`config.mk`:
```
export PLATFORM = sky130hd
export DESIGN_NAME = gwfr_receiver
export DESIGN_NICKNAME = d
export VERILOG_FILES = /design/src/hw/gwfr_pkg.sv /design/src/hw/gwfr_receiver.sv
export SDC_FILE = /design/constraint.sdc
export NUM_CORES = 1
export LEC_CHECK = 0
export BUFFER_PORTS_ARGS = -buffer_cell sky130_fd_sc_hd__buf_2
export CORE_UTILIZATION = 40
export DETAILED_ROUTE_END_ITERATION = 12
export GPL_TIMING_DRIVEN = 0
export PLACE_DENSITY_LB_ADDON = 0.2
export SETUP_SLACK_MARGIN = 0.1
export SYNTH_ARGS = -nofsm -noshare
export SYNTH_HDL_FRONTEND = slang
export SYNTH_SLANG_ARGS = --single-unit
export TNS_END_PERCENT = 10
```
`constraint.sdc`:
```
create_clock -name clk -period 1.8 [get_ports clk]
set_input_delay 0.36 -clock clk [delete_from_list [all_inputs] [get_ports clk]]
set_output_delay 0.36 -clock clk [all_outputs]
set_load 0.02 [all_outputs]
```
`src/hw/gwfr_pkg.sv`:
```
// Constants and types for the gap write frame receiver
`default_nettype none
package gwfr_pkg;
  // Frame layout: opcode, lock bit, 32 data bits, 3 address bits
  localparam int unsigned OPCODE_BITS = 2;
  localparam logic [1:0]  WRITE_OPCODE = 2'h2;
  localparam int unsigned DATA_BITS = 32;
  localparam int unsigned ADDR_BITS = 3;
  localparam int unsigned FRAME_BITS = OPCODE_BITS + 1 + DATA_BITS + ADDR_BITS;
  localparam logic [5:0]  FRAME_BITS_W = 6'(FRAME_BITS);
  localparam int unsigned LOCK_POS = DATA_BITS + ADDR_BITS;
  localparam int unsigned OPCODE_POS = LOCK_POS + 1;

  // Interval decode windows, in field clocks between gaps
  localparam logic [7:0] ZERO_MIN = 8'h10;
  localparam logic [7:0] ZERO_MAX = 8'h20;
  localparam logic [7:0] ONE_A    = 8'h30;
  localparam logic [7:0] ONE_B    = 8'h40;
  localparam logic [7:0] CNT_MAX  = 8'hff;

  // Gap is field absent this long, given in ns and converted to clocks
  localparam int unsigned CLK_HZ = 50_000_000;
  localparam int unsigned GAP_MIN_NS = 2_000;
  localparam int unsigned GAP_MIN_CYC =
    (GAP_MIN_NS * (CLK_HZ / 1_000_000) + 999) / 1000;
  localparam logic [7:0] GAP_MIN_W = 8'(GAP_MIN_CYC);

  typedef enum logic [1:0] {
    GWFR_READ  = 2'h0,
    GWFR_START = 2'h1,
    GWFR_BITS  = 2'h2
  } gwfr_mode_t;
endpackage
`default_nettype wire

```
`src/hw/gwfr_receiver.sv`:
```
// Gap write frame receiver: decodes field gaps into a block write
`timescale 1ns/1ps
`default_nettype none
module gwfr_receiver (
  // Clock and reset
  input  wire logic        clk,
  input  wire logic        reset_n,
  // Field clock from the antenna front end, stops during a gap
  input  wire logic        field_clk,
  // Block write request
  output logic             prog_valid,
  output logic [2:0]       prog_addr,
  output logic [31:0]      prog_data,
  output logic             prog_lock,
  // Status
  output logic             write_mode,
  output logic             frame_error
);
  // ---------------------------------------------------------------
  // Sizes
  // ---------------------------------------------------------------
  // Shift register holds opcode, lock bit, data word and address
  localparam int unsigned SHIFT_W = gwfr_pkg::FRAME_BITS;

  // ---------------------------------------------------------------
  // State
  // ---------------------------------------------------------------
  typedef struct packed {
    logic                 s1;
    logic                 s2;
    logic                 s3;
    gwfr_pkg::gwfr_mode_t mode;
    logic [7:0]           idle;
    logic [7:0]           cnt;
    logic [5:0]           nbits;
    logic [SHIFT_W-1:0]   shift;
    logic                 pvalid;
    logic [2:0]           paddr;
    logic [31:0]          pdata;
    logic                 plock;
    logic                 err;
  } gwfr_state_t;

  gwfr_state_t st;
  gwfr_state_t next_st;

  // ---------------------------------------------------------------
  // Helper functions
  // ---------------------------------------------------------------
  // Decode a counted interval: {valid, value}
  function automatic logic [1:0] gwfr_decode(input logic [7:0] n);
    logic [1:0] res;
    res = 2'h0;
    if (n >= gwfr_pkg::ZERO_MIN && n <= gwfr_pkg::ZERO_MAX) begin
      res = 2'h2;
    end else if (n == gwfr_pkg::ONE_A || n == gwfr_pkg::ONE_B) begin
      res = 2'h3;
    end
    return res;
  endfunction

  // Count up by one, holding at the top value
  function automatic logic [7:0] gwfr_step(input logic [7:0] n);
    logic [7:0] res;
    res = n;
    if (n != gwfr_pkg::CNT_MAX) begin
      res = n + 8'h01;
    end
    return res;
  endfunction

  // Complete write frame: exact bit count and write opcode
  function automatic logic gwfr_frame_ok(
    input logic [5:0]         nb,
    input logic [SHIFT_W-1:0] fr
  );
    logic ok;
    ok = 1'b0;
    if (nb == gwfr_pkg::FRAME_BITS_W) begin
      if (fr[gwfr_pkg::OPCODE_POS +: 2] == gwfr_pkg::WRITE_OPCODE) begin
        ok = 1'b1;
      end
    end
    return ok;
  endfunction

  // ---------------------------------------------------------------
  // Field edges, gaps and frame end
  // ---------------------------------------------------------------
  logic        rise;
  logic        gap_seen;
  logic        run_over;
  logic        in_frame;
  logic [1:0]  dec;
  logic        frame_ok;
  logic        frame_lock;
  logic [31:0] frame_data;
  logic [2:0]  frame_addr;

  // Only the later stages are read: the first may be metastable
  assign rise     = st.s2 & ~st.s3;
  // A gap ends at the first field edge after a long quiet time
  assign gap_seen = rise && st.idle >= gwfr_pkg::GAP_MIN_W;
  // Field ran past the longest valid interval without a gap
  assign run_over = rise && !gap_seen && st.cnt >= gwfr_pkg::ONE_B;
  // Write mode covers the start gap and every bit after it
  assign in_frame = st.mode != gwfr_pkg::GWFR_READ;
  // Interval value, and whether the whole frame is good
  assign dec      = gwfr_decode(st.cnt);
  assign frame_ok = gwfr_frame_ok(st.nbits, st.shift);

  // Received fields, first bit on top
  assign frame_lock = st.shift[gwfr_pkg::LOCK_POS];
  assign frame_data = st.shift[gwfr_pkg::ADDR_BITS +: 32];
  assign frame_addr = st.shift[2:0];

  // ---------------------------------------------------------------
  // Next state
  // ---------------------------------------------------------------
  always_comb begin
    next_st = st;
    // Synchroniser and edge history
    next_st.s1 = field_clk;
    next_st.s2 = st.s1;
    next_st.s3 = st.s2;
    next_st.pvalid = 1'b0;

    // Quiet time since the last field edge
    if (rise) begin
      next_st.idle = 8'h00;
    end else begin
      next_st.idle = gwfr_step(st.idle);
    end

    // Field clocks since the last gap; the edge ending a gap is the first
    if (gap_seen) begin
      next_st.cnt = 8'h01;
    end else if (rise && in_frame) begin
      next_st.cnt = gwfr_step(st.cnt);
    end

    // Each gap opens a frame or closes one bit interval
    if (gap_seen) begin
      unique case (st.mode)
        gwfr_pkg::GWFR_READ: begin
          next_st.mode = gwfr_pkg::GWFR_START;
          next_st.nbits = 6'h00;
          next_st.shift = '0;
          next_st.err = 1'b0;
        end
        gwfr_pkg::GWFR_START, gwfr_pkg::GWFR_BITS: begin
          if (!dec[1]) begin
            // Invalid interval: leave write mode
            next_st.mode = gwfr_pkg::GWFR_READ;
            next_st.err = 1'b1;
          end else if (st.nbits == gwfr_pkg::FRAME_BITS_W) begin
            // Extra bit: frame too long, discard
            next_st.mode = gwfr_pkg::GWFR_READ;
            next_st.err = 1'b1;
          end else begin
            next_st.mode = gwfr_pkg::GWFR_BITS;
            next_st.shift = {st.shift[SHIFT_W-2:0], dec[0]};
            next_st.nbits = st.nbits + 6'h01;
          end
        end
        default: begin
          next_st.mode = gwfr_pkg::GWFR_READ;
        end
      endcase
    end

    // Unbroken field after the bits: the frame is over
    if (run_over && st.mode == gwfr_pkg::GWFR_BITS) begin
      next_st.mode = gwfr_pkg::GWFR_READ;
      if (frame_ok) begin
        // Exact count and write opcode: program the block
        next_st.pvalid = 1'b1;
        next_st.plock = frame_lock;
        next_st.pdata = frame_data;
        next_st.paddr = frame_addr;
      end else begin
        // Short or wrong frame: keep the old block contents
        next_st.err = 1'b1;
      end
    end else if (run_over && st.mode == gwfr_pkg::GWFR_START) begin
      // A start gap with no bits behind it programs nothing
      next_st.mode = gwfr_pkg::GWFR_READ;
    end
  end

  // ---------------------------------------------------------------
  // State register
  // ---------------------------------------------------------------
  always_ff @(posedge clk or negedge reset_n) begin
    if (!reset_n) begin
      st <= '0;
    end else begin
      st <= next_st;
    end
  end

  // ---------------------------------------------------------------
  // Outputs
  // ---------------------------------------------------------------
  assign prog_valid  = st.pvalid;
  assign prog_addr   = st.paddr;
  assign prog_data   = st.pdata;
  assign prog_lock   = st.plock;
  assign write_mode  = st.mode != gwfr_pkg::GWFR_READ;
  assign frame_error = st.err;
endmodule
`default_nettype wire

```
==> run_results.csv <==
group,metric,value,unit
outcome,status,"finished with violations",
outcome,violated_checks,"negative setup slack",
drt,met3RoutedLength,550,µm
drt,detailroute.via_count,3888,
final_layout,filler_cell_count,1114,
synth,ys_dominant_reg_cell,"sky130_fd_sc_hd__dfrtp_1",
drt,drt-pass1-iter-count,5,
job,drv.max_cap_violation_count,0,
synth,postSynth.asyncResetShare,100,%
drt,wl_met1,5840,µm
timing,max_freq,511,MHz
clock_network,cts_max_path_buffers,2,
worst_setup_path,critical_path_class,"reg -> reg",
global_route,grt.overflow.total,0,
drt,antenna_left,0,
placement,dp_worst_setup_slack,-0.403,ns
synth,synth.net_count,475,
placement,finalWeightedCongestion,0.796,
synth,syn-instance-count,462,
synth,ys_seq_area_share,48.9,%
worst_setup_path,max_fo_critical_path,6,
global_route,grt_max_degree,56,
timing,final_period_minus_worst_setup_slack,1.96,ns
worst_setup_path,critPathRequiredTime,2.05,ns
drt,wl_per_cell,17.2,µm
global_route,track_usage,19.9,%
final_layout,final_layout_size_suffix_gt1_share,47.8,%
global_route,grt_first_pass_wirelength,20400,µm
final_layout,antenna-diode-count,0,
timing,share_of_the_clock_period_used_by_the_worst_path,109,%
clock_network,clock_sinks,103,
timing,timing.final.ws_setup,-0.157,ns
synth,synth_edf_count,0,
power,vdd_ir_drop_max,0.377,mV
drt,met2RoutedLength,5850,µm
worst_setup_path,worstSetupEndpointType,"flop",
floorplanning,initial_core_utilization,41.4,%
synth,syn-cell-area,5270,µm²
drt,route.final.wire_length,12500,µm
drt,highest-signal-layer,"met4",
synth,synth.yosys.warnings,0,
timing,max_slew_margin,54.4,%
synth,ys_seq_elements,103,
floorplanning,die_area,13600,µm²
synth,synth.largest_area_cell,"sky130_fd_sc_hd__dfrtp_1",
synth,syn-mean-instance-area,11.4,µm²
final_layout,layout.core_utilization,53.0,%
clock_network,clock-root-buffer,"sky130_fd_sc_hd__clkbuf_16",
timing,number_of_endpoints_failing_setup_at_the_final_stage,77,
timing,final_max_slew_viol_count,0,
final_layout,design.final.nets,565,
global_route,initial_antenna_violation_count,0,
global_route,grt_pass1_vias,3770,
synth,netlist-cell-type-count,53,
timing,worst_clock_skew,0.00882,ns
clock_network,cts_tree,"built",
timing,worstMarginPinSlew,0.684,ns
clock_network,ctsHtreeMaxLevel,3,
floorplanning,ios,42,
min_path,min_path_type,"in -> async",
drt,first_iter_violations,198,
clock_network,numCtsBuffers,9,
floorplanning,floorplan.die.height,117,µm
drt,drc_errors,0,
worst_setup_path,worst_setup_path_start_kind,"flop",
synth,synthTopCellsByArea,"sky130_fd_sc_hd__dfrtp_1, sky130_fd_sc_hd__mux2_4, sky130_fd_sc_hd__buf_4",
floorplanning,placeableCoreArea,12700,µm²
clock_network,clock_latency,0.36,ns
placement,buffer_ports.inserted,41,
timing,report.final.hold_viol_count,0,
floorplanning,core.rowCount,41,
worst_setup_path,crit_arrival,2.20,ns
worst_setup_path,rrSetupSlack,-0.16,ns
final_layout,synthToLayoutAreaGrowth,27.8,%
power,p_leak,3.54,nW
power,power_density,667,nW/µm²
placement,dp_hpwl,7620,µm
timing,setup_repair_after_global_routing_missed_its_margin,"true",
drt,average_via_count_per_standard_cell,5.36,
synth,synth_top_area_share,48.9,%
clock_network,worst_setup_hold_path_clk_slew,0.07,ns
floorplanning,die_width,117,µm
==> synth_stat cells, types with 6 or more instances <==
cell type and instances:
sky130_fd_sc_hd__a211o_1 15, sky130_fd_sc_hd__a21oi_1 6, sky130_fd_sc_hd__a31o_2 14, sky130_fd_sc_hd__and3_1 24
sky130_fd_sc_hd__buf_2 8, sky130_fd_sc_hd__buf_4 38, sky130_fd_sc_hd__clkbuf_1 14, sky130_fd_sc_hd__dfrtp_1 103
sky130_fd_sc_hd__ha_1 10, sky130_fd_sc_hd__inv_1 10, sky130_fd_sc_hd__mux2_2 7, sky130_fd_sc_hd__mux2_4 29
sky130_fd_sc_hd__nand2_1 34, sky130_fd_sc_hd__nand3_1 17, sky130_fd_sc_hd__nand4_1 12, sky130_fd_sc_hd__nor2_1 20
sky130_fd_sc_hd__nor3_1 18, sky130_fd_sc_hd__o21ai_0 7, sky130_fd_sc_hd__o2bb2ai_1 15, sky130_fd_sc_hd__xor2_1 6
==> metal layers <==
metal	GRT usage, %	vias to the layer above
met2	30.9	100
met3	3.09	15
met5	0	-
met1	27.7	1952
met4	8.78	0
li1	-	1821
==> critical path: stages, from the launching register on <==
cell	delay (ns)
sky130_fd_sc_hd__dfrtp_2	0.45
sky130_fd_sc_hd__nor4_4	0.30
sky130_fd_sc_hd__a41oi_2	0.20
sky130_fd_sc_hd__a21o_4	0.30
sky130_fd_sc_hd__buf_8	0.16
sky130_fd_sc_hd__and3_4	0.17
sky130_fd_sc_hd__a221o_1	0.27
==> power breakdown <==
| group | internal [W] | switching, W |
|---|---|---|
| Clock | 0.00110 | 0.000874 |
| Combinational | 0.0000431 | 0.0000859 |
| Sequential | 0.00235 | 0.0000422 |
| Total | 0.00349 | 0.00100 |
==> cell families after synthesis <==
| family | share of synthesized area, % |
|---|---|
| simple gates | 14.2 |
| compound gates | 13.1 |
| flops | 48.9 |
| xor+xnor | 1.50 |
| buf+inv | 9.66 |
| fa+ha+maj | 2.37 |
| mux | 10.3 |
==> sequential cells by signal, indices dropped and copies added (netlist names), 2 cells and up <==
| register | flops |
|---|---|
| st | 27 |
| frame_data | 32 |
| prog_data | 32 |
| prog_addr | 3 |
| frame_addr | 3 |
| next_st | 2 |
==> stage by stage <==
step	setup TNS [ns]	instance area, µm²	std cells	power, W	hold WS, ns
5_1_grt	-12.26	6740	726	0.00463	0.104
2_1_floorplan	0	5300	462	0.00249	0.0644
3_3_place_gp	-106.23	5720	675	0.00255	0.333
4_1_cts	-7.96	6610	722	0.00452	0.0692
3_5_place_dp	-22.15	5750	676	0.00256	0.336
6_report	-7.15	6740	726	0.00449	0.0489
==> cell type report <==
cell class	instances	area (µm²)	area share [%]
inverters	10	37.5	0.557
plain buffers	65	581	8.62
clock buffers	10	239	3.55
flip-flops and latches	103	2580	38.3
clock inverters	3	46.3	0.687
well taps	172	215	3.19
multi-input cells	283	2470	36.7
repair buffers	80	566	8.40
==> worst paths after layout <==
kind | from | to | cells after the start
setup / recovery | st[84]$_DFFE_PN0P_ | st[77]$_DFFE_PN0P_ | 6
hold / removal | reset_n | st[86]$_DFFE_PN0P_ | 1
setup reg to reg | st[84]$_DFFE_PN0P_ | st[77]$_DFFE_PN0P_ | 6
hold reg to reg | next_st[101]$_DFF_PN0_ | next_st[100]$_DFF_PN0_ | 0
max in group asynchronous | reset_n | prog_data[8]$_DFFE_PN0P_ | 2
min in group clk | field_clk | next_st[101]$_DFF_PN0_ | 1
==> cells in the final DEF, fill, tap and decap left out, types with 4 or more instances in the layout <==
master                      instances
sky130_fd_sc_hd__clkbuf_2           5
sky130_fd_sc_hd__and3_4             7
sky130_fd_sc_hd__clkbuf_16          9
sky130_fd_sc_hd__nor2_1            18
sky130_fd_sc_hd__mux2_2             7
sky130_fd_sc_hd__buf_4             72
sky130_fd_sc_hd__nand3_1           17
sky130_fd_sc_hd__buf_6             12
sky130_fd_sc_hd__inv_2              6
sky130_fd_sc_hd__and3_1            17
sky130_fd_sc_hd__inv_1              4
sky130_fd_sc_hd__buf_12             4
sky130_fd_sc_hd__buf_2             40
sky130_fd_sc_hd__clkbuf_4           5
sky130_fd_sc_hd__xor2_1             6
sky130_fd_sc_hd__o2bb2ai_1         14
sky130_fd_sc_hd__nand2_1           34
sky130_fd_sc_hd__nor3_1            13
sky130_fd_sc_hd__o21ai_1            4
sky130_fd_sc_hd__nor3_2             4
sky130_fd_sc_hd__mux2_4            29
sky130_fd_sc_hd__nand4_1           12
sky130_fd_sc_hd__dfrtp_1          100
sky130_fd_sc_hd__a211o_1           15
sky130_fd_sc_hd__ha_1               5
sky130_fd_sc_hd__a31oi_1            4
sky130_fd_sc_hd__a31o_2            14
==> repair_timing <==
action / 4_1_cts / 5_1_grt
hold buffers: 0 / 0
pin swaps: 21 / 22
setup endpoints to repair: 91 / 95
gates cloned: 4 / 0
gates resized for setup: 85 / 28
buffers inserted: 30 / 7
Note: power is estimated with default switching activity, not from simulation.
